File: src/clock_select_pkg.sv
package clock_select_pkg;

	// Register byte offsets
	localparam logic [11:0] SYSTEM_CONTROL_OFFSET = 12'h000;
	localparam logic [11:0] LOOP_CONTROL_OFFSET = 12'h004;
	localparam logic [11:0] STATUS_OFFSET = 12'h008;

	// Clock source selector encodings
	localparam logic [1:0] SEL_WAKEUP = 2'h0;
	localparam logic [1:0] SEL_RESERVED = 2'h1;
	localparam logic [1:0] SEL_LOOP = 2'h2;
	localparam logic [1:0] SEL_DIRECT = 2'h3;

	// Internal routes of the output multiplexer
	localparam logic [1:0] ROUTE_WAKEUP = 2'h0;
	localparam logic [1:0] ROUTE_PRESCALE = 2'h1;
	localparam logic [1:0] ROUTE_LOOP = 2'h2;
	localparam logic [1:0] ROUTE_DIRECT = 2'h3;

	// Synchronised pin indices
	localparam int unsigned PIN_EXTERNAL = 0;
	localparam int unsigned PIN_CRYSTAL = 1;
	localparam int unsigned PIN_INTERNAL = 2;
	localparam int unsigned PIN_WAKEUP = 3;
	localparam int unsigned PIN_COUNT = 4;

	// Field widths
	localparam int unsigned PRESCALE_W = 10;
	localparam int unsigned REF_DIV_W = 4;
	localparam int unsigned FEEDBACK_W = 7;
	localparam int unsigned OUT_DIV_W = 7;

	// VCO band limits as least half-period in system cycles (clk 250 MHz)
	localparam int unsigned CLK_MHZ = 250;
	localparam int unsigned BAND0_MAX_MHZ = 110;
	localparam int unsigned BAND1_MAX_MHZ = 160;
	localparam int unsigned BAND0_MIN_HALF = (CLK_MHZ + 2 * BAND0_MAX_MHZ - 1) / (2 * BAND0_MAX_MHZ);
	localparam int unsigned BAND1_MIN_HALF = (CLK_MHZ + 2 * BAND1_MAX_MHZ - 1) / (2 * BAND1_MAX_MHZ);

	typedef struct packed {
		logic [25:0] unused;
		logic [1:0] vco_band_field;
		logic reference_select;
		logic vco_bypass_bit;
		logic [1:0] clock_source_selector;
	} system_control_word_t;

	typedef struct packed {
		logic pad3;
		logic [OUT_DIV_W-1:0] loop_output_divider_field;
		logic pad2;
		logic [FEEDBACK_W-1:0] feedback_multiplier_field;
		logic [REF_DIV_W-1:0] reference_divider_field;
		logic [1:0] pad1;
		logic [PRESCALE_W-1:0] prescale_divider_field;
	} loop_control_word_t;

	localparam system_control_word_t SYSTEM_CONTROL_RESET = '{
		unused: 26'h000_0000,
		vco_band_field: 2'h0,
		reference_select: 1'b0,
		vco_bypass_bit: 1'b1,
		clock_source_selector: SEL_WAKEUP
	};

	localparam loop_control_word_t LOOP_CONTROL_RESET = '{
		pad3: 1'b0,
		loop_output_divider_field: 7'h01,
		pad2: 1'b0,
		feedback_multiplier_field: 7'h03,
		reference_divider_field: 4'h0,
		pad1: 2'h0,
		prescale_divider_field: 10'h000
	};

	localparam int unsigned STATUS_ROUTE_LSB = 0;
	localparam int unsigned STATUS_SWITCHING_BIT = 2;
	localparam int unsigned STATUS_LOCK_BIT = 3;
	localparam int unsigned STATUS_PERIOD_LSB = 16;

endpackage

File: src/system_clock_source_select.sv
// Local design decisions: the address map and register access over APB.
`timescale 1ns/1ps

module system_clock_source_select #(
	parameter int unsigned MEAS_W = 16,
	parameter int unsigned SLEW_SHIFT = 3
) (
	input wire logic clk_i,
	input wire logic rst_n_i,
	input wire logic psel_i,
	input wire logic penable_i,
	input wire logic pwrite_i,
	input wire logic [11:0] paddr_i,
	input wire logic [31:0] pwdata_i,
	output logic [31:0] prdata_o,
	output logic pready_o,
	output logic pslverr_o,
	input wire logic external_clock_pin_i,
	input wire logic crystal_input_pin_i,
	input wire logic internal_clock_i,
	input wire logic wakeup_clock_i,
	output logic sys_clk_o,
	output logic [1:0] source_active_o,
	output logic loop_locked_o
);

	typedef enum logic {ST_RUN, ST_HOLD} switch_state_t;

	clock_select_pkg::system_control_word_t ctrl_q;
	clock_select_pkg::loop_control_word_t div_q;
	switch_state_t state_q;

	logic [clock_select_pkg::PIN_COUNT-1:0] pins_raw;
	logic [clock_select_pkg::PIN_COUNT-1:0] pins_s1_q;
	logic [clock_select_pkg::PIN_COUNT-1:0] pins_q;

	assign pins_raw = {wakeup_clock_i, internal_clock_i, crystal_input_pin_i,
		external_clock_pin_i};

	// Every source is asynchronous to clk_i, so each passes two flops first
	genvar gi;
	generate
		for (gi = 0; gi < clock_select_pkg::PIN_COUNT; gi++) begin : g_sync
			always_ff @(posedge clk_i or negedge rst_n_i) begin
				if (!rst_n_i) begin
					pins_s1_q[gi] <= 1'b0;
					pins_q[gi] <= 1'b0;
				end else begin
					pins_s1_q[gi] <= pins_raw[gi];
					pins_q[gi] <= pins_s1_q[gi];
				end
			end
		end
	endgenerate

	// ---------------- APB slave ----------------
	logic setup_phase;
	logic access_done;
	logic addr_ok;
	logic [31:0] status_word;
	logic [31:0] read_mux;
	logic loop_locked_q;
	logic [MEAS_W-1:0] period_q;
	logic [1:0] cur_route_q;

	assign setup_phase = psel_i && !penable_i;
	assign access_done = psel_i && penable_i && pready_o;
	assign addr_ok = (paddr_i == clock_select_pkg::SYSTEM_CONTROL_OFFSET) ||
		(paddr_i == clock_select_pkg::LOOP_CONTROL_OFFSET) ||
		(paddr_i == clock_select_pkg::STATUS_OFFSET && !pwrite_i);

	always_comb begin
		status_word = 32'h0000_0000;
		status_word[clock_select_pkg::STATUS_ROUTE_LSB +: 2] = cur_route_q;
		status_word[clock_select_pkg::STATUS_SWITCHING_BIT] = (state_q == ST_HOLD);
		status_word[clock_select_pkg::STATUS_LOCK_BIT] = loop_locked_q;
		status_word[clock_select_pkg::STATUS_PERIOD_LSB +: MEAS_W] = period_q;
	end

	always_comb begin
		case (paddr_i)
			clock_select_pkg::SYSTEM_CONTROL_OFFSET: read_mux = {26'h000_0000, ctrl_q[5:0]};
			clock_select_pkg::LOOP_CONTROL_OFFSET: read_mux = div_q;
			clock_select_pkg::STATUS_OFFSET: read_mux = status_word;
			default: read_mux = 32'h0000_0000;
		endcase
	end

	// Answer is prepared in the setup cycle, so every access ends in one cycle
	always_ff @(posedge clk_i or negedge rst_n_i) begin
		if (!rst_n_i) begin
			pready_o <= 1'b0;
			pslverr_o <= 1'b0;
			prdata_o <= 32'h0000_0000;
		end else begin
			pready_o <= setup_phase;
			pslverr_o <= setup_phase && !addr_ok;
			prdata_o <= (setup_phase && !pwrite_i) ? read_mux : 32'h0000_0000;
		end
	end

	always_ff @(posedge clk_i or negedge rst_n_i) begin
		if (!rst_n_i) begin
			ctrl_q <= clock_select_pkg::SYSTEM_CONTROL_RESET;
		end else if (access_done && pwrite_i &&
				paddr_i == clock_select_pkg::SYSTEM_CONTROL_OFFSET) begin
			ctrl_q.vco_band_field <= pwdata_i[5:4];
			ctrl_q.reference_select <= pwdata_i[3];
			ctrl_q.vco_bypass_bit <= pwdata_i[2];
			// Reserved code is dropped, the running source stays selected
			if (pwdata_i[1:0] != clock_select_pkg::SEL_RESERVED) begin
				ctrl_q.clock_source_selector <= pwdata_i[1:0];
			end
		end
	end

	always_ff @(posedge clk_i or negedge rst_n_i) begin
		if (!rst_n_i) begin
			div_q <= clock_select_pkg::LOOP_CONTROL_RESET;
		end else if (access_done && pwrite_i &&
				paddr_i == clock_select_pkg::LOOP_CONTROL_OFFSET) begin
			div_q <= pwdata_i & 32'h7F7F_F3FF;
		end
	end

	// ---------------- Prescaler ----------------
	logic osc_lvl;
	logic osc_prev_q;
	logic osc_edge;
	logic osc_rise;
	logic [10:0] k1;
	logic [10:0] k1_cnt_q;
	logic pre_lvl_q;

	// Reference for both prescaler and loop: crystal pin or internal source
	assign osc_lvl = ctrl_q.reference_select ? pins_q[clock_select_pkg::PIN_INTERNAL] :
		pins_q[clock_select_pkg::PIN_CRYSTAL];
	assign osc_edge = osc_lvl ^ osc_prev_q;
	assign osc_rise = osc_lvl && !osc_prev_q;
	assign k1 = {1'b0, div_q.prescale_divider_field} + 11'h001;

	always_ff @(posedge clk_i or negedge rst_n_i) begin
		if (!rst_n_i) begin
			osc_prev_q <= 1'b0;
		end else begin
			osc_prev_q <= osc_lvl;
		end
	end

	// Toggling every K1 edges gives K1 source periods per output period
	always_ff @(posedge clk_i or negedge rst_n_i) begin
		if (!rst_n_i) begin
			k1_cnt_q <= 11'h000;
			pre_lvl_q <= 1'b0;
		end else if (k1 == 11'h001) begin
			k1_cnt_q <= 11'h000;
			pre_lvl_q <= osc_lvl;
		end else if (osc_edge) begin
			if (k1_cnt_q + 11'h001 >= k1) begin
				k1_cnt_q <= 11'h000;
				pre_lvl_q <= !pre_lvl_q;
			end else begin
				k1_cnt_q <= k1_cnt_q + 11'h001;
			end
		end
	end

	// ---------------- Loop model ----------------
	logic loop_on;
	logic [4:0] p_div;
	logic [4:0] p_cnt_q;
	logic ref_tick;
	logic [MEAS_W-1:0] meas_cnt_q;
	logic [MEAS_W-1:0] meas_q;
	logic [MEAS_W-1:0] two_n;
	logic [MEAS_W-1:0] floor_period;
	logic [MEAS_W-1:0] target;
	logic [MEAS_W-1:0] slew;
	logic [MEAS_W:0] acc_q;
	logic [MEAS_W:0] acc_sum;
	logic half_tick;
	logic [7:0] k2;
	logic [7:0] k2_cnt_q;
	logic loop_lvl_q;

	assign loop_on = (ctrl_q.clock_source_selector == clock_select_pkg::SEL_LOOP) &&
		!ctrl_q.vco_bypass_bit;
	assign p_div = {1'b0, div_q.reference_divider_field} + 5'h01;
	assign ref_tick = loop_on && osc_rise && (p_cnt_q + 5'h01 >= p_div);
	assign two_n = MEAS_W'({1'b0, div_q.feedback_multiplier_field, 1'b0} + 9'h002);
	// Band sets the least VCO half-period, i.e. its top frequency
	assign floor_period = (ctrl_q.vco_band_field == 2'h1) ?
		MEAS_W'(two_n * clock_select_pkg::BAND1_MIN_HALF) :
		MEAS_W'(two_n * clock_select_pkg::BAND0_MIN_HALF);
	assign target = (meas_q > floor_period) ? meas_q : floor_period;
	assign slew = ((period_q > target) ? (period_q - target) : (target - period_q))
		>> SLEW_SHIFT;
	assign acc_sum = acc_q + {1'b0, two_n};
	assign half_tick = loop_on && (acc_sum >= {1'b0, period_q});
	assign k2 = {1'b0, div_q.loop_output_divider_field} + 8'h01;

	always_ff @(posedge clk_i or negedge rst_n_i) begin
		if (!rst_n_i) begin
			p_cnt_q <= 5'h00;
			meas_cnt_q <= '0;
			meas_q <= '1;
		end else if (!loop_on) begin
			p_cnt_q <= 5'h00;
			meas_cnt_q <= '0;
			meas_q <= '1;
		end else begin
			if (osc_rise) begin
				p_cnt_q <= ref_tick ? 5'h00 : p_cnt_q + 5'h01;
			end
			if (ref_tick) begin
				// Saturate so a lost reference reads as slowest, never wraps
				meas_q <= (meas_cnt_q == '1) ? '1 : meas_cnt_q + MEAS_W'(1);
				meas_cnt_q <= '0;
			end else if (meas_cnt_q != '1) begin
				meas_cnt_q <= meas_cnt_q + MEAS_W'(1);
			end
		end
	end

	// Loop starts slow and walks toward the measured period, or the band floor when that is longer, in fractions
	always_ff @(posedge clk_i or negedge rst_n_i) begin
		if (!rst_n_i) begin
			period_q <= '1;
			loop_locked_q <= 1'b0;
		end else if (!loop_on) begin
			period_q <= '1;
			loop_locked_q <= 1'b0;
		end else if (ref_tick) begin
			if (period_q > target) begin
				period_q <= period_q - slew - MEAS_W'(1);
			end else if (period_q < target) begin
				period_q <= period_q + slew + MEAS_W'(1);
			end
			// No lock before a reference period has been measured
			loop_locked_q <= (period_q == target) && (meas_q != '1);
		end
	end

	// Two half-ticks per VCO cycle at rate 2N per P reference periods
	always_ff @(posedge clk_i or negedge rst_n_i) begin
		if (!rst_n_i) begin
			acc_q <= '0;
		end else if (!loop_on) begin
			acc_q <= '0;
		end else begin
			acc_q <= half_tick ? acc_sum - {1'b0, period_q} : acc_sum;
		end
	end

	// Toggle every K2 half-ticks: one output period is K2 VCO cycles
	always_ff @(posedge clk_i or negedge rst_n_i) begin
		if (!rst_n_i) begin
			k2_cnt_q <= 8'h00;
			loop_lvl_q <= 1'b0;
		end else if (!loop_on) begin
			k2_cnt_q <= 8'h00;
			loop_lvl_q <= 1'b0;
		end else if (half_tick) begin
			if (k2_cnt_q + 8'h01 >= k2) begin
				k2_cnt_q <= 8'h00;
				loop_lvl_q <= !loop_lvl_q;
			end else begin
				k2_cnt_q <= k2_cnt_q + 8'h01;
			end
		end
	end

	// ---------------- Glitch-free output switch ----------------
	logic [1:0] req_route;
	logic [3:0] cand;
	logic cur_lvl;

	always_comb begin
		case (ctrl_q.clock_source_selector)
			clock_select_pkg::SEL_DIRECT: req_route = clock_select_pkg::ROUTE_DIRECT;
			clock_select_pkg::SEL_LOOP: req_route = ctrl_q.vco_bypass_bit ?
				clock_select_pkg::ROUTE_PRESCALE : clock_select_pkg::ROUTE_LOOP;
			default: req_route = clock_select_pkg::ROUTE_WAKEUP;
		endcase
	end

	assign cand[clock_select_pkg::ROUTE_WAKEUP] = pins_q[clock_select_pkg::PIN_WAKEUP];
	assign cand[clock_select_pkg::ROUTE_PRESCALE] = pre_lvl_q;
	assign cand[clock_select_pkg::ROUTE_LOOP] = loop_lvl_q;
	assign cand[clock_select_pkg::ROUTE_DIRECT] = pins_q[clock_select_pkg::PIN_EXTERNAL];
	assign cur_lvl = cand[cur_route_q];

	// Leave old source only while low, join new source only while low
	always_ff @(posedge clk_i or negedge rst_n_i) begin
		if (!rst_n_i) begin
			state_q <= ST_RUN;
			cur_route_q <= clock_select_pkg::ROUTE_WAKEUP;
			sys_clk_o <= 1'b0;
		end else begin
			case (state_q)
				ST_RUN: begin
					if (req_route != cur_route_q && !cur_lvl) begin
						state_q <= ST_HOLD;
						cur_route_q <= req_route;
						sys_clk_o <= 1'b0;
					end else begin
						sys_clk_o <= cur_lvl;
					end
				end
				ST_HOLD: begin
					sys_clk_o <= 1'b0;
					cur_route_q <= req_route;
					if (req_route == cur_route_q && !cur_lvl) begin
						state_q <= ST_RUN;
					end
				end
				default: begin
					state_q <= ST_RUN;
					sys_clk_o <= 1'b0;
				end
			endcase
		end
	end

	always_ff @(posedge clk_i or negedge rst_n_i) begin
		if (!rst_n_i) begin
			source_active_o <= clock_select_pkg::ROUTE_WAKEUP;
			loop_locked_o <= 1'b0;
		end else begin
			source_active_o <= cur_route_q;
			loop_locked_o <= loop_locked_q;
		end
	end

endmodule

File: config.mk
export PLATFORM = sky130hd
export DESIGN_NAME = system_clock_source_select
export DESIGN_NICKNAME = d
export VERILOG_FILES = /design/src/clock_select_pkg.sv /design/src/system_clock_source_select.sv
export SDC_FILE = /design/constraint.sdc
export NUM_CORES = 1
export LEC_CHECK = 0
export BUFFER_PORTS_ARGS = -buffer_cell sky130_fd_sc_hd__buf_2
export CORE_MARGIN = 3
export CORE_UTILIZATION = 62
export DETAILED_ROUTE_END_ITERATION = 10
export GPL_ROUTABILITY_DRIVEN = 0
export HOLD_SLACK_MARGIN = 0.02
export PLACE_DENSITY = 0.83
export SLEW_MARGIN = 20
export SYNTH_ARGS = -nofsm -noshare
export SYNTH_HDL_FRONTEND = slang
export SYNTH_SLANG_ARGS = --single-unit
File: constraint.sdc
create_clock -name clk_i -period 8.85 [get_ports clk_i]
set_input_delay 1.3275 -clock clk_i [delete_from_list [all_inputs] [get_ports clk_i]]
set_output_delay 1.3275 -clock clk_i [all_outputs]
set_load 0.005 [all_outputs]
== Yosys cells after proc, flatten, opt, wreduce, memory -nomap -nowiden ==
Index checks and enable logic that the tools add are counted.

* Equality and inequality tests: 20
* Shifts and indexed selects: 0
* $lt $le $gt $ge: 8
* Reductions and logical operators: 34
* Divide/modulo/power cells: 0
* Bitwise operators: 2
* Muxes and demuxes: 46
* Add/subtract/negate cells: 16
* $mul: 0

{| class="wikitable"
|+ Operators with widths
! kind !! number
|-
| $mux 16 || 12
|-
| $pmux 32 s3 || 1
|-
| $mux 17 || 2
|-
| $mux 11 || 3
|-
| $add 16x1->16 const B || 2
|-
| $mux 32 || 1
|-
| $ne 16x16->1 const B || 2
|-
| $sub 16x16->16 || 2
|-
| $mux 8 || 3
|-
| $add 17x9->17 || 1
|-
| $ge 17x16->1 || 1
|-
| $logic_and 1x1->1 || 17
|-
| $sub 17x16->17 || 1
|-
| $add 16x13->16 || 1
|-
| $eq 16x16->1 || 1
|-
| $eq 16x16->1 const B || 1
|-
| $gt 16x10->1 || 1
|-
| $gt 16x16->1 || 1
|-
| $lt 16x16->1 || 1
|-
| $sub 16x1->16 const B || 1
|-
| $sub 16x13->16 || 1
|-
| $mux 5 || 3
|-
| $mux 1 || 13
|-
| $eq 12x3->1 const B || 1
|-
| other kinds (32) || 53
|}

* Memory bits (read-only): 0
* Logic and storage cells: 161
* Bits of input ports: 53
* Flip-flop bits (word level): 176
* Memories kept: 0
* Output and inout bits: 38
* Memory bits (writable): 0
* Bits in latches: 0

== Logic depth before layout (Yosys ltp) ==
Gate-level depths: netlist of run 1.

* Depth in word-level cells: 12
* Gate-level depth with buffers: 41
* Gate-level depth less buffers: 39

== Least setup slack after synthesis of run 1 ==
OpenSTA, ideal clock, no wires.

* Path kind: reg2reg
* Start: reg div_q[16] (netlist bit)
* End: reg period_q[11]
* Setup time: 0.096 ns
* Setup slack: 1.330 ns
* Data arrival time: 7.424 ns
* Stages on the path, launching flop included: 40
* Buffers on the path: 4
* Clock period less this slack: 7.520 ns
* Required time: 8.754 ns
* Cells stage by stage: dfstp_2 > ha_1 > nand3_1 > xor2_1 > inv_1 > nor2_1 > a21oi_1 > inv_1 > ha_1 > a21oi_1 > nor2b_1 > o21ai_0 > o21ai_0 > o21bai_1 > a21oi_1 > nor4_1 > clkbuf_1 > mux2_2 > [... 4 more ...] > o21bai_4 > a21oi_4 > buf_4 > buf_4 > mux2i_1 > o21ai_0 > xor2_1 > inv_1 > ha_1 > o311a_1 > or4b_1 > a41oi_2 > o21bai_1 > mux2i_1 > nor2_1 > a211oi_1 > xnor2_1 > a31oi_1

* Longest elaborated chain between the ends: 12
* Elaborated cells on any way between the ends: 19
* Classes of those cells: add/sub: 7; order compare: 3; eq/ne: 1; mux: 7; reduce/logical: 1

{| class="wikitable"
|+ RTL lines
! element !! RTL line !! source
|-
| from (decl) || system_clock_source_select.sv:30 || <nowiki>clock_select_pkg::loop_control_word_t div_q;</nowiki>
|-
| from (signal assigned) || system_clock_source_select.sv:119 || <nowiki>div_q <= clock_select_pkg::LOOP_CONTROL_RESET;</nowiki>
|-
| from (signal assigned) || system_clock_source_select.sv:122 || <nowiki>div_q <= pwdata_i & 32'h7F7F_F3FF;</nowiki>
|-
| $add 8x2->9 * || system_clock_source_select.sv:190 || <nowiki>assign two_n = MEAS_W'({1'b0, div_q.feedback_multiplier_field, 1'b0} + 9'h002);</nowiki>
|-
| $mux 10 * || system_clock_source_select.sv:192 || <nowiki>assign floor_period = (ctrl_q.vco_band_field == 2'h1) ?</nowiki>
|-
| $gt 16x10->1 || system_clock_source_select.sv:195 || <nowiki>assign target = (meas_q > floor_period) ? meas_q : floor_period;</nowiki>
|-
| $mux 16 * || system_clock_source_select.sv:195 ||
|-
| $sub 16x16->16 / $gt 16x16->1 (equally long branches) || system_clock_source_select.sv:196, system_clock_source_select.sv:234 ||
|-
| $mux 16 || system_clock_source_select.sv:196 || <nowiki>assign slew = ((period_q > target) ? (period_q - target) : (target - period_q))</nowiki>
|-
| $add 16x13->16 || system_clock_source_select.sv:237 || <nowiki>period_q <= period_q + slew + MEAS_W'(1);</nowiki>
|-
| $add 16x1->16 || system_clock_source_select.sv:237 ||
|-
| $mux 16 || system_clock_source_select.sv:236 || <nowiki>end else if (period_q < target) begin</nowiki>
|-
| $mux 16 || system_clock_source_select.sv:234 || <nowiki>if (period_q > target) begin</nowiki>
|-
| $mux 16 || system_clock_source_select.sv:233 || <nowiki>end else if (ref_tick) begin</nowiki>
|-
| $mux 16 || system_clock_source_select.sv:230 || <nowiki>end else if (!loop_on) begin</nowiki>
|-
| to (signal assigned) || system_clock_source_select.sv:235 || <nowiki>period_q <= period_q - slew - MEAS_W'(1);</nowiki>
|-
| to (signal assigned) || system_clock_source_select.sv:237 ||
|-
| to (decl) || system_clock_source_select.sv:63 || <nowiki>logic [MEAS_W-1:0] period_q;</nowiki>
|}

Every way passes the cells marked *; elsewhere a longest branch is shown, timed or not. The select of a mux whose other input is x is not followed.
A chain may end at the register's enable or synchronous reset.

== Worst setup path after layout of run 1 ==
Ends and elaborated chain as after synthesis.

==> results, run 1 <==
- The latest clock arrival within the worst-skew pair is between 400 and 500 ps.
- The worst path in the final design needs a cycle of a little over 8000 ps, including I/O delays and setup.
- The final max-slew violation count is 0.
- The clock drives roughly 170 sinks.
- Setup repair after global routing left no endpoint under its margin.
- For this design the ratio of total power to cell area is approximately 120 mW/mm2.
- The first-pass iteration count of the detailed router is 5.
- The number of DRC markers in iteration 0 is about 760.
- Dividing the detail-routed via count by the number of cells gives a little over 6.
- The power after layout is about 1.6 mW.
- For this configuration, the core starts out at a cell density of 0.639.
- The number of rows in the core area is just over 50.
- The tree is rooted in a clkbuf_16.
- Data on the critical path arrives at its endpoint at 8560 ps.
- Leaving out fill and tap cells, the most frequent cell in the layout is nor2_1.
- The critical path contains buffers and inverters numbering 5 combined.
- The largest delay contributor family on the critical path is compound AO/OA/AOI/OAI gates.
- The number of buffers inserted during clock tree synthesis is 17.
- The ratio of cells with drive above 1 in the final layout is 0.159.
- The critical path startpoint category is a register.
- The share of synthesized area in the top cell type comes to 0.273.
- Dividing the synthesized area by the synthesized cell count gives approximately 9 um2.
- The global-route track usage on met1 is 0.368.
- In the global route stage, met2 resource usage came out at 0.477.
- The worst register-to-register path ends at period_q[11].
- In this run, post-CTS hold repair placed 0 buffers.
- The number of remaining DRC errors is 0.
- The endpoint kind of the worst setup timing path is a register.
- The min-delay analysis places its worst path in the category register to register.
- The class of the most critical setup path is register to register.
- The netlist uses 74 different library cells.
- Of the total synthesized cell area, the portion taken by full adders, half adders and majority gates is 0.131.
- a little over 90 I/O pins were placed.
- The area overhead of the layout relative to synthesis is 9.45%.
- Synthesis produced about 1400 cells.
- The setup-violating endpoint count in the final report is 0.
- The count of nets left with antenna violations after detail routing is 0.
- The fraction of the mapped netlist area in compound gates is 0.159.
- In the global route stage, met3 resource usage came out at 0.0468.
- The count of maximum capacitance violations is 0.
- Clock skew on the completed layout was measured at approximately 18 ps.
- The first global-routing pass estimated approximately 50000 um of wire.
- The die area is roughly 0.022 mm2.
- The final number of hold-violating endpoints came to 0.
- The most heavily used metal layer in global routing is met2.
- The top cell types in the final layout, fill and taps aside, are nor2_1, dfrtp_1, ha_1.
- The largest individual stage delay along the critical path comes from the cell dfstp_2.
- The number of warning messages in the yosys log is 0.
- The post-synthesis share of cell area spent on xor and xnor gates is 0.0749.
- The worst hold path terminates at cand[0].
- The analysis attributes to cell leakage a power of around 6.7 nW.
- In the final routed layout, each cell accounts on average for roughly 18 um.
- Timing would allow up to between 0.1 and 0.15 GHz.
- The startpoint identified for the worst hold timing path is pins_s1_q[3].
- In this run the post-CTS setup repair buffer count came out at 0.
- The slack of the worst reg-to-reg path is 650 ps.
- TritonCTS built the clock tree.
- The number of buffers added on ports is 84.
- The worst slew margin relative to its limit is 0.260.
- The fraction of the mapped netlist area in simple logic gates is 0.169.
- The peak supply drop is 0.000129 V.
- Measured against the total synthesized area, the mux share comes to 0.0663.
- Across every metal layer, demand over resource in global routing totals 0.281.
- The main combinational cell family by area after synthesis is simple AND/OR/NAND/NOR gates.
- For this run, the register share of the synthesized area comes to 0.348.
- The cell area after synthesis is about 0.013 mm2.
- The detailed-placement wirelength estimate is roughly 22000 um.
- In the synthesized netlist the dominant register cell turns out to be dfrtp_1.
- The pin count of the biggest net entering global routing is 67.
- The routed layout has about 11000 vias.
- The number of antenna repair diodes is 0.
- The aggregate negative setup slack is 0 ps.
- By area the synthesized netlist is led by dfrtp_1, ha_1, dfstp_2, a21oi_1, nor2_1.
- No sink is reached through more buffers than the 2 on the longest clock path.
- The initial antenna violation count is 0.
- The number of global-route vias before repair is 10300.
- In this run the horizontal extent of the chip is roughly 150 um.
- The aggregate global routing overflow is 0.
- The core area is between 0.015 and 0.02 mm2.
- Gates resized during post-CTS repair numbered 0.
- The startpoint identified for the worst register-to-register timing path is div_q[16].
- The height of the die is ~150 um.
- The post-route core utilization is 0.700.
- At the worst endpoint, the required time is 9210 ps.
- After clock tree synthesis, the clock-pin slew on the worst setup and hold paths is 80 ps.
- The largest incremental delay on the critical path is around 600 ps.
- The count of H-tree levels built during CTS is 4.
- The synthesis-stage register bit count is 174.
- The worst register-to-register path has a depth of 37.
- The number of synthesized flops with an enable pin is 0.
- At the end of the flow, the number of nets in the layout was 1647.
- The tightest hold margin is roughly 350 ps.
- The portion of the clock cycle consumed by the worst path in the final layout is 0.926.
- The flow ran to the end, and the final reports show no timing, DRC or antenna violations.
- The final wirelength is just over 30000 um.
- The library cell with the largest summed area after synthesis is dfrtp_1.
- The transition time at the pin with the least slew margin is between 1000 and 1500 ps.
- The hold-critical path depth is 0.
- After synthesis, the share of flip-flops with an asynchronous set or reset is 1.00.
- In this run the worst path has a maximum fanout of 48.
worst max path at each step:
stage,from,endpoint,cells after the start
5_1_grt,div_q[16],period_q[11],37
2_1_floorplan,div_q[16],period_q[11],39
3_3_place_gp,div_q[16],period_q[11],37
4_1_cts,div_q[16],period_q[11],37
6_report,div_q[16],period_q[11],37
3_5_place_dp,div_q[16],period_q[11],37
power breakdown:
part	switching, mW	internal, mW	total (mW)
Sequential	0.00141	0.799	0.800
Clock	0.367	0.383	0.750
Combinational	0.0367	0.0177	0.0544
registers in the layout, summed over array words and instances, names as in the netlist, 2 cells and up, named ones only:
name,count
pins_s1_q,4
period_q,16
pins_q,2
p_cnt_q,5
meas_q,16
cur_route_q,2
source_active_o,2
k1_cnt_q,11
div_q,28
acc_q,17
cand,2
ctrl_q,6
prdata_o,30
meas_cnt_q,16
k2_cnt_q,8
worst register-to-register path, delay by kind of cell, from the launching register on:
| family | cells | cell delay [ps] |
|---|---|---|
| compound gates | 14 | 2320 |
| simple gates | 8 | 1430 |
| fa+ha+maj | 4 | 1150 |
| buf+inv | 5 | 1000 |
| mux | 3 | 990 |
| xor+xnor | 3 | 640 |
| flops | 1 | 600 |
area by class of cell:
cell class / instances / area, um2
clock inverter: 14 / 143
fill: 1480 / 5940
clock buffer: 18 / 439
sequential: 174 / 4400
tap: 265 / 332
inverter: 102 / 383
multi-input combinational: 1073 / 7630
timing repair buffer: 96 / 520
per-layer routing:
metal | share of wire | vias up
li1 | - | 5019
met1 | 0.43 | 5077
met2 | 0.48 | 345
met3 | 0.054 | 66
met4 | 0.027 | 0
met5 | 0 | -
Yosys cell counts, types with 4 or more instances:
| cell | instances |
|---|---|
| ha_1 | 126 |
| a31oi_1 | 13 |
| nand2_1 | 86 |
| nand2b_1 | 16 |
| fa_1 | 4 |
| buf_2 | 7 |
| nor3_1 | 18 |
| and3_1 | 28 |
| nor4_1 | 5 |
| nand3b_1 | 10 |
| nor2b_1 | 26 |
| dfstp_2 | 36 |
| xor2_1 | 44 |
| o21a_1 | 12 |
| nand3_1 | 49 |
| a211oi_1 | 9 |
| o211ai_1 | 6 |
| o21ai_1 | 5 |
| nor2_1 | 144 |
| inv_1 | 102 |
| or2_2 | 4 |
| nor3b_1 | 8 |
| dfrtp_1 | 138 |
| and2_1 | 6 |
| clkbuf_1 | 47 |
| o31ai_1 | 6 |
| a21o_1 | 19 |
| mux2i_1 | 32 |
| o21bai_1 | 12 |
| nand4_1 | 20 |
| a21oi_1 | 110 |
| mux2_2 | 44 |
| buf_4 | 8 |
| o21ai_0 | 77 |
| a22oi_1 | 15 |
| xnor2_1 | 61 |
logic make-up after synthesis:
family | Yosys count
xor+xnor | 106
buf+inv | 164
simple gates | 437
other cells | 1
fa+ha+maj | 130
flops | 174
mux | 77
compound gates | 321
through the flow:
| step | instance area (um2) | instances | setup WS, ps |
|---|---|---|---|
| after floorplan | 12700 | 1411 | 1330 |
| after global placement | 13200 | 1709 | 980 |
| after detailed placement | 13200 | 1709 | 813 |
| after CTS | 13800 | 1741 | 780 |
| after global routing | 13800 | 1742 | 88.5 |
| final | 13800 | 1742 | 653 |
No activity file was read; power rests on OpenSTA's default activity.
==> inputs of run 2 (changes only) <==
BUFFER_PORTS_ARGS = unset   (was -buffer_cell sky130_fd_sc_hd__buf_2)
CELL_PAD_IN_SITES_DETAIL_PLACEMENT = 1   (was unset)
CELL_PAD_IN_SITES_GLOBAL_PLACEMENT = 1   (was unset)
CORE_UTILIZATION = 50   (was 62)
DONT_BUFFER_PORTS = 1   (was unset)
PLACE_DENSITY = 0.82   (was 0.83)
==> run 2 against run 1 <==
  * Register-to-register slack better by 40 ps
  * Cell count is 1.1% lower
  * Clock-buffer cell count shrank 1
  * Design area decreased by 2.0%
  * Fmax is 0.53% higher
  * Sequential cell count did not move
  * Worst hold slack better by 0.88 ps
  * First-iteration DRC count shrank 24%
  * Critical path depth decreased by 1
  * Largest cell class unchanged
==> results, run 2 (synthesis gave the netlist of run 1 again) <==
- Outcome: complete, no violations (unchanged).
- The height of the die came to 165 um (was 149 um).
- The number of standard cells in the final layout excluding fillers is 1722 (was 1742).
- The register with the most flip-flops is prdata_o (unchanged).
- The number of placed I/O pins is 91 (unchanged).
- The post-route core utilization came to 0.551 (was 0.700).
- The beginning of the worst register-to-register path is div_q[16] (unchanged).
- The detailed-placement wirelength estimate is 26100 um (was 22500 um).
- The leakage power came to 6.31 nW (was 6.67 nW).
- The pin count of the biggest net entering global routing is 175 (was 67).
- The largest driver fanout on the critical path was 23 (was 48).
- The clock transition at the register clock pins on the worst setup and hold paths after CTS came to 80 ps (about the same).
- The worst path buffer plus inverter count is 4 (was 5).
- The first-pass GRT wire length is 58100 um (was 50300 um).
- The count of H-tree levels built during CTS is 4 (unchanged).
- The TritonCTS clock tree is yes (unchanged).
- The largest delay contributor family on the critical path was compound AO/OA/AOI/OAI gates (unchanged).
- The leading cell type in the layout, fill and taps excluded is nor2_1 (unchanged).
- The final number of hold-violating endpoints was 0 (unchanged).
- The critical path startpoint category is a register (unchanged).
- Registers with the most flip-flops: prdata_o: 30 flops, div_q: 28 flops, acc_q: 17 flops (unchanged).
- The worst min-delay path category is register to register (unchanged).
- The initial antenna violation count is 2 (was 0).
- Among the stages of the critical path, the cell type that occurs most often is a21oi_1.
- The tightest hold margin came to 352 ps (was 351 ps).
- The total via count in the routed design was 10400 (was 10500).
- The transition time at the pin with the least slew margin is 960 ps (was 1110 ps).
- The cell chosen for the clock root is clkbuf_16 (unchanged).
- The maximum operating frequency was 0.123 GHz (was 0.122 GHz).
- The die area is 0.0272 mm2 (was 0.0222 mm2).
- The width of the chip was 165 um (was 149 um).
- The number of clock sinks seen by CTS came to 174 (unchanged).
- The count of placed standard cells including taps is 1688 (was 1709).
- The aggregate negative setup slack came to 0 ps (unchanged).
- The core area is 0.0246 mm2 (was 0.0198 mm2).
- The final wirelength is 35800 um (was 30900 um).
- The clock share of power came to 0.493 (was 0.467).
- The effective utilization at floorplan is 0.514 (was 0.639).
- The power per cell area is 120 mW/mm2 (was 116 mW/mm2).
- The count of maximum capacitance violations was 0 (unchanged).
- The first-pass iteration count of the detailed router is 6 (was 5).
- The endpoint kind of the worst setup timing path is a register (unchanged).
- The area overhead of the layout relative to synthesis is 7.27% (was 9.45%).
- The number of flip-flops under the largest register name is 30 (unchanged).
- The count of nets left with antenna violations after detail routing is 0 (unchanged).
- The critical path data arrival time is 8520 ps (was 8560 ps).
- The share of total power in combinational logic is 0.016 (was 0.034).
- The largest incremental delay on the critical path is 610 ps (was 600 ps).
- The aggregate global routing overflow is 0 (unchanged).
- The number of buffers inserted during clock tree synthesis is 17 (unchanged).
- The total number of nets in the final design is 1566 (was 1647).
- The endpoint required time on the critical path is 9210 ps (about the same).
- The peak supply drop is 0.000110 V (was 0.000129 V).
- The area of the multi-input gates is 0.00764 mm2 (was 0.00763 mm2).
- The number of buffers between clock root and the deepest sink was 2 (unchanged).
- The slack of the worst reg-to-reg path was 700 ps (was 650 ps).
- The post-route clock skew is 12.7 ps (was 18.3 ps).
- The share of power burned in registers is 0.491 (was 0.499).
- The number of rows in the core area is 57 (was 51).
- The final max-slew violation count came to 0 (unchanged).
- The combined global-route utilization of all metal layers is 0.267 (was 0.281).
- The internal power was 1.24 mW (was 1.20 mW).
- The latest clock arrival within the worst-skew pair is 440 ps (was 450 ps).
- Commonest cells after routing, fill and taps aside: nor2_1, dfrtp_1, ha_1 (unchanged).
- The class of the most critical setup path is register to register (unchanged).
- The number of buffers added on ports came to 0 (was 84).
- The minimum period implied by the final worst setup slack is 8150 ps (was 8200 ps).
- The routed via count divided by cell count is 6.02 (was 6.03).
- The ratio of cells with drive above 1 in the final layout is 0.112 (was 0.159).
- The number of remaining DRC errors is 0 (unchanged).
- The startpoint of the most critical hold path was pins_s1_q[2] (was pins_s1_q[3]).
- The combined flip-flop and latch cell area is 0.00440 mm2 (unchanged).
- The number of global-route vias before repair is 11000 (was 10300).
- The setup-violating endpoint count in the final report was 0 (unchanged).
- The worst slew margin relative to its limit was 0.358 (was 0.260).
- The launching instance or port of the critical path is div_q[16] (unchanged).
- The library cell contributing the largest single delay on the critical path is dfstp_2 (unchanged).
- The detail-routed net length per standard cell was 20.8 um (was 17.7 um).
- The net switching fraction of the power is 0.239 (was 0.253).
- The number of DRC markers in iteration 0 was 572 (was 756).
- The number of fill cells came to 2878 (was 1480).
- The portion of the clock cycle consumed by the worst path in the final layout came to 0.921 (was 0.926).
- The switching power is 0.390 mW (was 0.405 mW).
- The quantity of hold-fixing buffers added after cts is 0 (unchanged).
==> run 2: cell count changes in the layout (fill, tap and decap cells not counted), moves of 2 or more <==
cell	before	now
diode_2	0	2
a21oi_2	2	4
buf_2	83	0
clkinv_4	2	0
buf_4	11	13
inv_8	3	1
bufinv_16	0	2
==> run 2: layout make-up <==
class | instances | area share
antenna | 2 | 0.000369
clock buffer | 17 | 0.0314
clock inverter | 15 | 0.0144
inverter | 102 | 0.0282
multi-input combinational | 1073 | 0.563
sequential | 174 | 0.324
tap | 324 | 0.0299
timing repair buffer | 15 | 0.00885
==> run 2: power groups by stage <==
stage               clock, mW  combinational, mW  sequential (mW)
floorplan                   0             0.0211            0.814
global placement            0             0.0241            0.815
detailed placement          0             0.0252            0.815
CTS                     0.816             0.0256            0.800
global route            0.848             0.0286            0.800
finish                  0.803             0.0258            0.800
==> run 2: timing repair <==
| action | CTS | global route |
|---|---|---|
| buffers inserted | 0 | 0 |
| resized for setup | 0 | 5 |
| setup endpoints to repair | 0 | 5 |
==> run 2: worst register-to-register path: cells and delay by family (launching register included) <==
kind	cells	cell delay, ps
compound gates	17	3100
fa+ha+maj	4	1150
mux	3	910
simple gates	5	870
xor+xnor	3	770
buf+inv	4	660
flops	1	610
==> run 2: layer usage <==
| layer | track usage | wire [um] | vias up |
|---|---|---|---|
| met2 | 0.464 | 17900 | 167 |
| li1 | - | - | 4859 |
| met3 | 0.0414 | 1220 | 63 |
| met4 | 0.0846 | 923 | 0 |
| met1 | 0.342 | 15700 | 5285 |
| met5 | 0 | 0 | - |
==> run 2: final timing paths <==
path                            cells past startpoint            to
min in group asynchronous                           0      acc_q[0]
worst max-delay path                               36  period_q[12]
max in group asynchronous                           0     meas_q[9]
worst max register to register                     36  period_q[12]
worst min register to register                      0     pins_q[2]
worst min-delay path                                0     pins_q[2]
==> run 2: through the flow <==
step	setup WS [ps]	cell area (um2)	power (mW)
floorplan	1330	12700	0.836
global placement	896	12900	0.839
detailed placement	642	12900	0.840
CTS	610	13500	1.64
global route	-19.6	13600	1.68
finish	696	13600	1.63
==> inputs of run 3 (changes only) <==
ABC_AREA = 1   (was unset)
CORE_UTILIZATION = 48   (was 50)
==> run 3 against run 2 <==
  * Synthesized cell count rose by 34%
  * Critical path type unchanged
  * Sequential share of layout area fell by 2.5 points
  * Fmax rose by 11%
  * Clock skew rose by 1.5 ps
  * Largest cell class unchanged
==> results, run 3 <==
- The routed via count divided by cell count is 5.74 (was 6.02).
- The latest clock arrival within the worst-skew pair is 460 ps (was 440 ps).
- The peak supply drop came to 0.000134 V (was 0.000110 V).
- The register with the most flip-flops is prdata_o (unchanged).
- The synthesis-stage register bit count is 174 (unchanged).
- Outcome: complete, no violations (unchanged).
- The worst slew margin relative to its limit came to 0.270 (was 0.358).
- The cell area after synthesis is 0.0139 mm2 (was 0.0126 mm2).
- The number of buffers inserted during clock tree synthesis is 17 (unchanged).
- The library cell with the largest summed area after synthesis is dfrtp_1 (unchanged).
- The main combinational cell family by area after synthesis was simple AND/OR/NAND/NOR gates (unchanged).
- The number of rows in the core area is 61 (was 57).
- The class of the most critical setup path was register to register (unchanged).
- The number of placed I/O pins was 91 (unchanged).
- The detail-routed net length per standard cell came to 20.1 um (was 20.8 um).
- Registers with the most flip-flops: prdata_o: 30 flops, div_q: 28 flops, acc_q: 17 flops (unchanged).
- The aggregate global routing overflow was 0 (unchanged).
- The initial antenna violation count is 2 (unchanged).
- The most used flip-flop cell after synthesis was dfrtp_1 (unchanged).
- The first-pass GRT wire length is 71800 um (was 58100 um).
- The worst min-delay path category is register to register (unchanged).
- The number of standard cells in the final layout excluding fillers is 2258 (was 1722).
- The number of global-route vias before repair came to 13600 (was 11000).
- The total via count in the routed design is 13000 (was 10400).
- The number of clock sinks seen by CTS is 174 (unchanged).
- The transition time at the pin with the least slew margin is 1090 ps (was 960 ps).
- The ratio of cells with drive above 1 in the final layout came to 0.0718 (was 0.112).
- The number of buffers added on ports was 0 (unchanged).
- The cell chosen for the clock root is clkbuf_16 (unchanged).
- The width of the chip is 176 um (was 165 um).
- The area overhead of the layout relative to synthesis is 6.13% (was 7.27%).
- The library cell contributing the largest single delay on the critical path is dfstp_2 (unchanged).
- The detailed-placement wirelength estimate is 34400 um (was 26100 um).
- The number of unique standard cell types used by synthesis came to 58 (was 74).
- The worst setup slack after placement is 1600 ps (was 642 ps).
- The height of the die is 176 um (was 165 um).
- The design area is 0.0147 mm2 (was 0.0136 mm2).
- The average size of a mapped cell is 7.32 um2 (was 8.97 um2).
- The largest incremental delay on the critical path is 570 ps (was 610 ps).
- The core area was 0.0281 mm2 (was 0.0246 mm2).
- The number of flip-flops under the largest register name was 30 (unchanged).
- The number of remaining DRC errors is 0 (unchanged).
- The sequential cell area fraction in the yosys report was 0.318 (was 0.348).
- The first-pass iteration count of the detailed router is 5 (was 6).
- The count of maximum capacitance violations is 0 (unchanged).
- The power after layout is 1.62 mW (was 1.63 mW).
- The endpoint required time on the critical path is 9260 ps (was 9210 ps).
- The critical path data arrival time is 7780 ps (was 8520 ps).
- The leakage power came to 7.80 nW (was 6.31 nW).
- The number of DRC markers in iteration 0 was 767 (was 572).
- The post-synthesis share of cell area spent on xor and xnor gates was 0.0594 (was 0.0749).
- The standard cell area after detailed placement is 0.0141 mm2 (was 0.0129 mm2).
- Most instantiated cells after synthesis: nand2_1, inv_1, nor2_1 (was nor2_1, dfrtp_1, ha_1).
- The largest driver fanout on the critical path is 26 (was 23).
- The final max-slew violation count is 0 (unchanged).
- The tightest hold margin was 348 ps (was 352 ps).
- The number of buffers between clock root and the deepest sink is 2 (unchanged).
- The count of H-tree levels built during CTS is 4 (unchanged).
- The effective utilization at floorplan was 0.493 (was 0.514).
- The final number of hold-violating endpoints was 0 (unchanged).
- The number of synthesized flops with an enable pin is 0 (unchanged).
- The most prevalent standard cell on the critical path is nand2_1 (was a21oi_1).
- The cell with the most instances after synthesis is nand2_1 (was nor2_1).
- The number of warning messages in the yosys log was 0 (unchanged).
- The post-route clock skew was 14.3 ps (was 12.7 ps).
- The fraction of the mapped netlist area in compound gates came to 0.126 (was 0.159).
- The count of nets left with antenna violations after detail routing came to 0 (unchanged).
- The setup-violating endpoint count in the final report is 0 (unchanged).
- The quantity of hold-fixing buffers added after cts is 0 (unchanged).
- The critical path startpoint category is a register (unchanged).
- Leading post-synthesis cells by cell area: dfrtp_1, nand2_1, ha_1, inv_1, dfstp_2 (was dfrtp_1, ha_1, dfstp_2, a21oi_1, nor2_1).
- The fraction of the mapped netlist area in simple logic gates is 0.264 (was 0.169).
- The share of synthesized area spent on multiplexers is 0.0227 (was 0.0663).
- The hold-critical path depth came to 0 (unchanged).
- The fraction of registers with async set/reset came to 1.00 (unchanged).
- The final wirelength is 45300 um (was 35800 um).
- The depth of the most critical reg-to-reg path is 43 (was 36).
- The aggregate negative setup slack is 0 ps (unchanged).
- The TritonCTS clock tree was yes (unchanged).
- The beginning of the worst register-to-register path is div_q[16] (unchanged).
- The power per cell area is 110 mW/mm2 (was 120 mW/mm2).
- The minimum period implied by the final worst setup slack is 7370 ps (was 8150 ps).
- The pin count of the biggest net entering global routing is 175 (unchanged).
- The clock transition at the register clock pins on the worst setup and hold paths after CTS came to 80 ps (about the same).
- The post-synthesis instance total is 1891 (was 1410).
- Setup repair after global routing left no endpoint under its margin.
- The count of placed standard cells including taps is 2225 (was 1688).
- The maximum operating frequency is 0.136 GHz (was 0.123 GHz).
- The startpoint of the most critical hold path is pins_s1_q[0] (was pins_s1_q[2]).
- The final setup slack of the worst path is 1480 ps (was 696 ps).
- The slack of the worst reg-to-reg path was 1480 ps (was 700 ps).
- The combined global-route utilization of all metal layers is 0.293 (was 0.267).
- The total number of nets in the final design is 2049 (was 1566).
- The portion of the clock cycle consumed by the worst path in the final layout is 0.833 (was 0.921).
- The share of Yosys cell area claimed by the top area cell type is 0.249 (was 0.273).
- The number of instances resized during post-cts repair is 0 (unchanged).
- The total setup buffers inserted after CTS is 0 (unchanged).
- Commonest cells after routing, fill and taps aside: nand2_1, inv_1, nor2_1 (was nor2_1, dfrtp_1, ha_1).
- The leading cell type in the layout, fill and taps excluded is nand2_1 (was nor2_1).
- The post-route core utilization is 0.523 (was 0.551).
- The worst flop-to-flop path endpoint was period_q[13] (was period_q[12]).
- The adder-cell share of the synthesized area was 0.120 (was 0.131).
- The die area came to 0.0309 mm2 (was 0.0272 mm2).
- The endpoint kind of the worst setup timing path was a register (unchanged).
- The end point of the worst hold path is cand[3] (was pins_q[2]).
run 3: where the power goes:
| part | switching (mW) | total (mW) | internal (mW) |
|---|---|---|---|
| logic | 0.00868 | 0.0111 | 0.00245 |
| registers | 0.00131 | 0.800 | 0.799 |
| clock network | 0.375 | 0.811 | 0.436 |
| total | 0.385 | 1.62 | 1.24 |
run 3: worst max path at each step:
| stage | startpoint | slack (ps) | end |
|---|---|---|---|
| final | div_q[16] | 1480 | period_q[13] |
| after global routing | div_q[16] | 700 | period_q[13] |
| after CTS | ctrl_q[5] | 1530 | period_q[13] |
| after detailed placement | ctrl_q[5] | 1600 | period_q[13] |
| after global placement | ctrl_q[5] | 1760 | period_q[13] |
| after floorplan | div_q[16] | 3320 | period_q[10] |
run 3: area by class of cell:
cell class / count / area (um2)
Clock inverter: 14 / 174
Sequential cell: 174 / 4400
Fill cell: 3650 / 13400
Clock buffer: 18 / 439
Timing Repair Buffer: 2 / 15.0
Multi-Input combinational cell: 1404 / 8200
Tap cell: 378 / 473
Antenna cell: 1 / 2.50
Inverter: 267 / 1000
run 3: kinds of logic (layout without fill, tap and decap cells):
logic type               count (synthesis)  after routing
AO/OA/AOI/OAI                          315            315
buffers and inverters                  314            301
adder cells (fa/ha/maj)                130            130
XOR/XNOR                                94             94
AND/OR/NAND/NOR                        837            837
flip-flops                             174            174
other                                    1              3
multiplexers                            26             26
run 3: worst max-delay path, delay by kind of cell (launching register included):
family                   cells  cell delay [ps]
flip-flops                   1              570
buffers and inverters        8             1050
AO/OA/AOI/OAI                2              610
XOR/XNOR                     1              270
AND/OR/NAND/NOR             29             3630
adder cells (fa/ha/maj)      3             1160
run 3: metal layers:
| layer | up-vias | part of all wire | track usage | wire [um] |
|---|---|---|---|---|
| met5 | - | 0.00044 | 0 | 20 |
| met4 | 2 | 0.032 | 0.105 | 1460 |
| met3 | 88 | 0.045 | 0.0527 | 2060 |
| met2 | 312 | 0.48 | 0.502 | 21900 |
| met1 | 6414 | 0.44 | 0.370 | 19900 |
| li1 | 6139 | - | - | - |
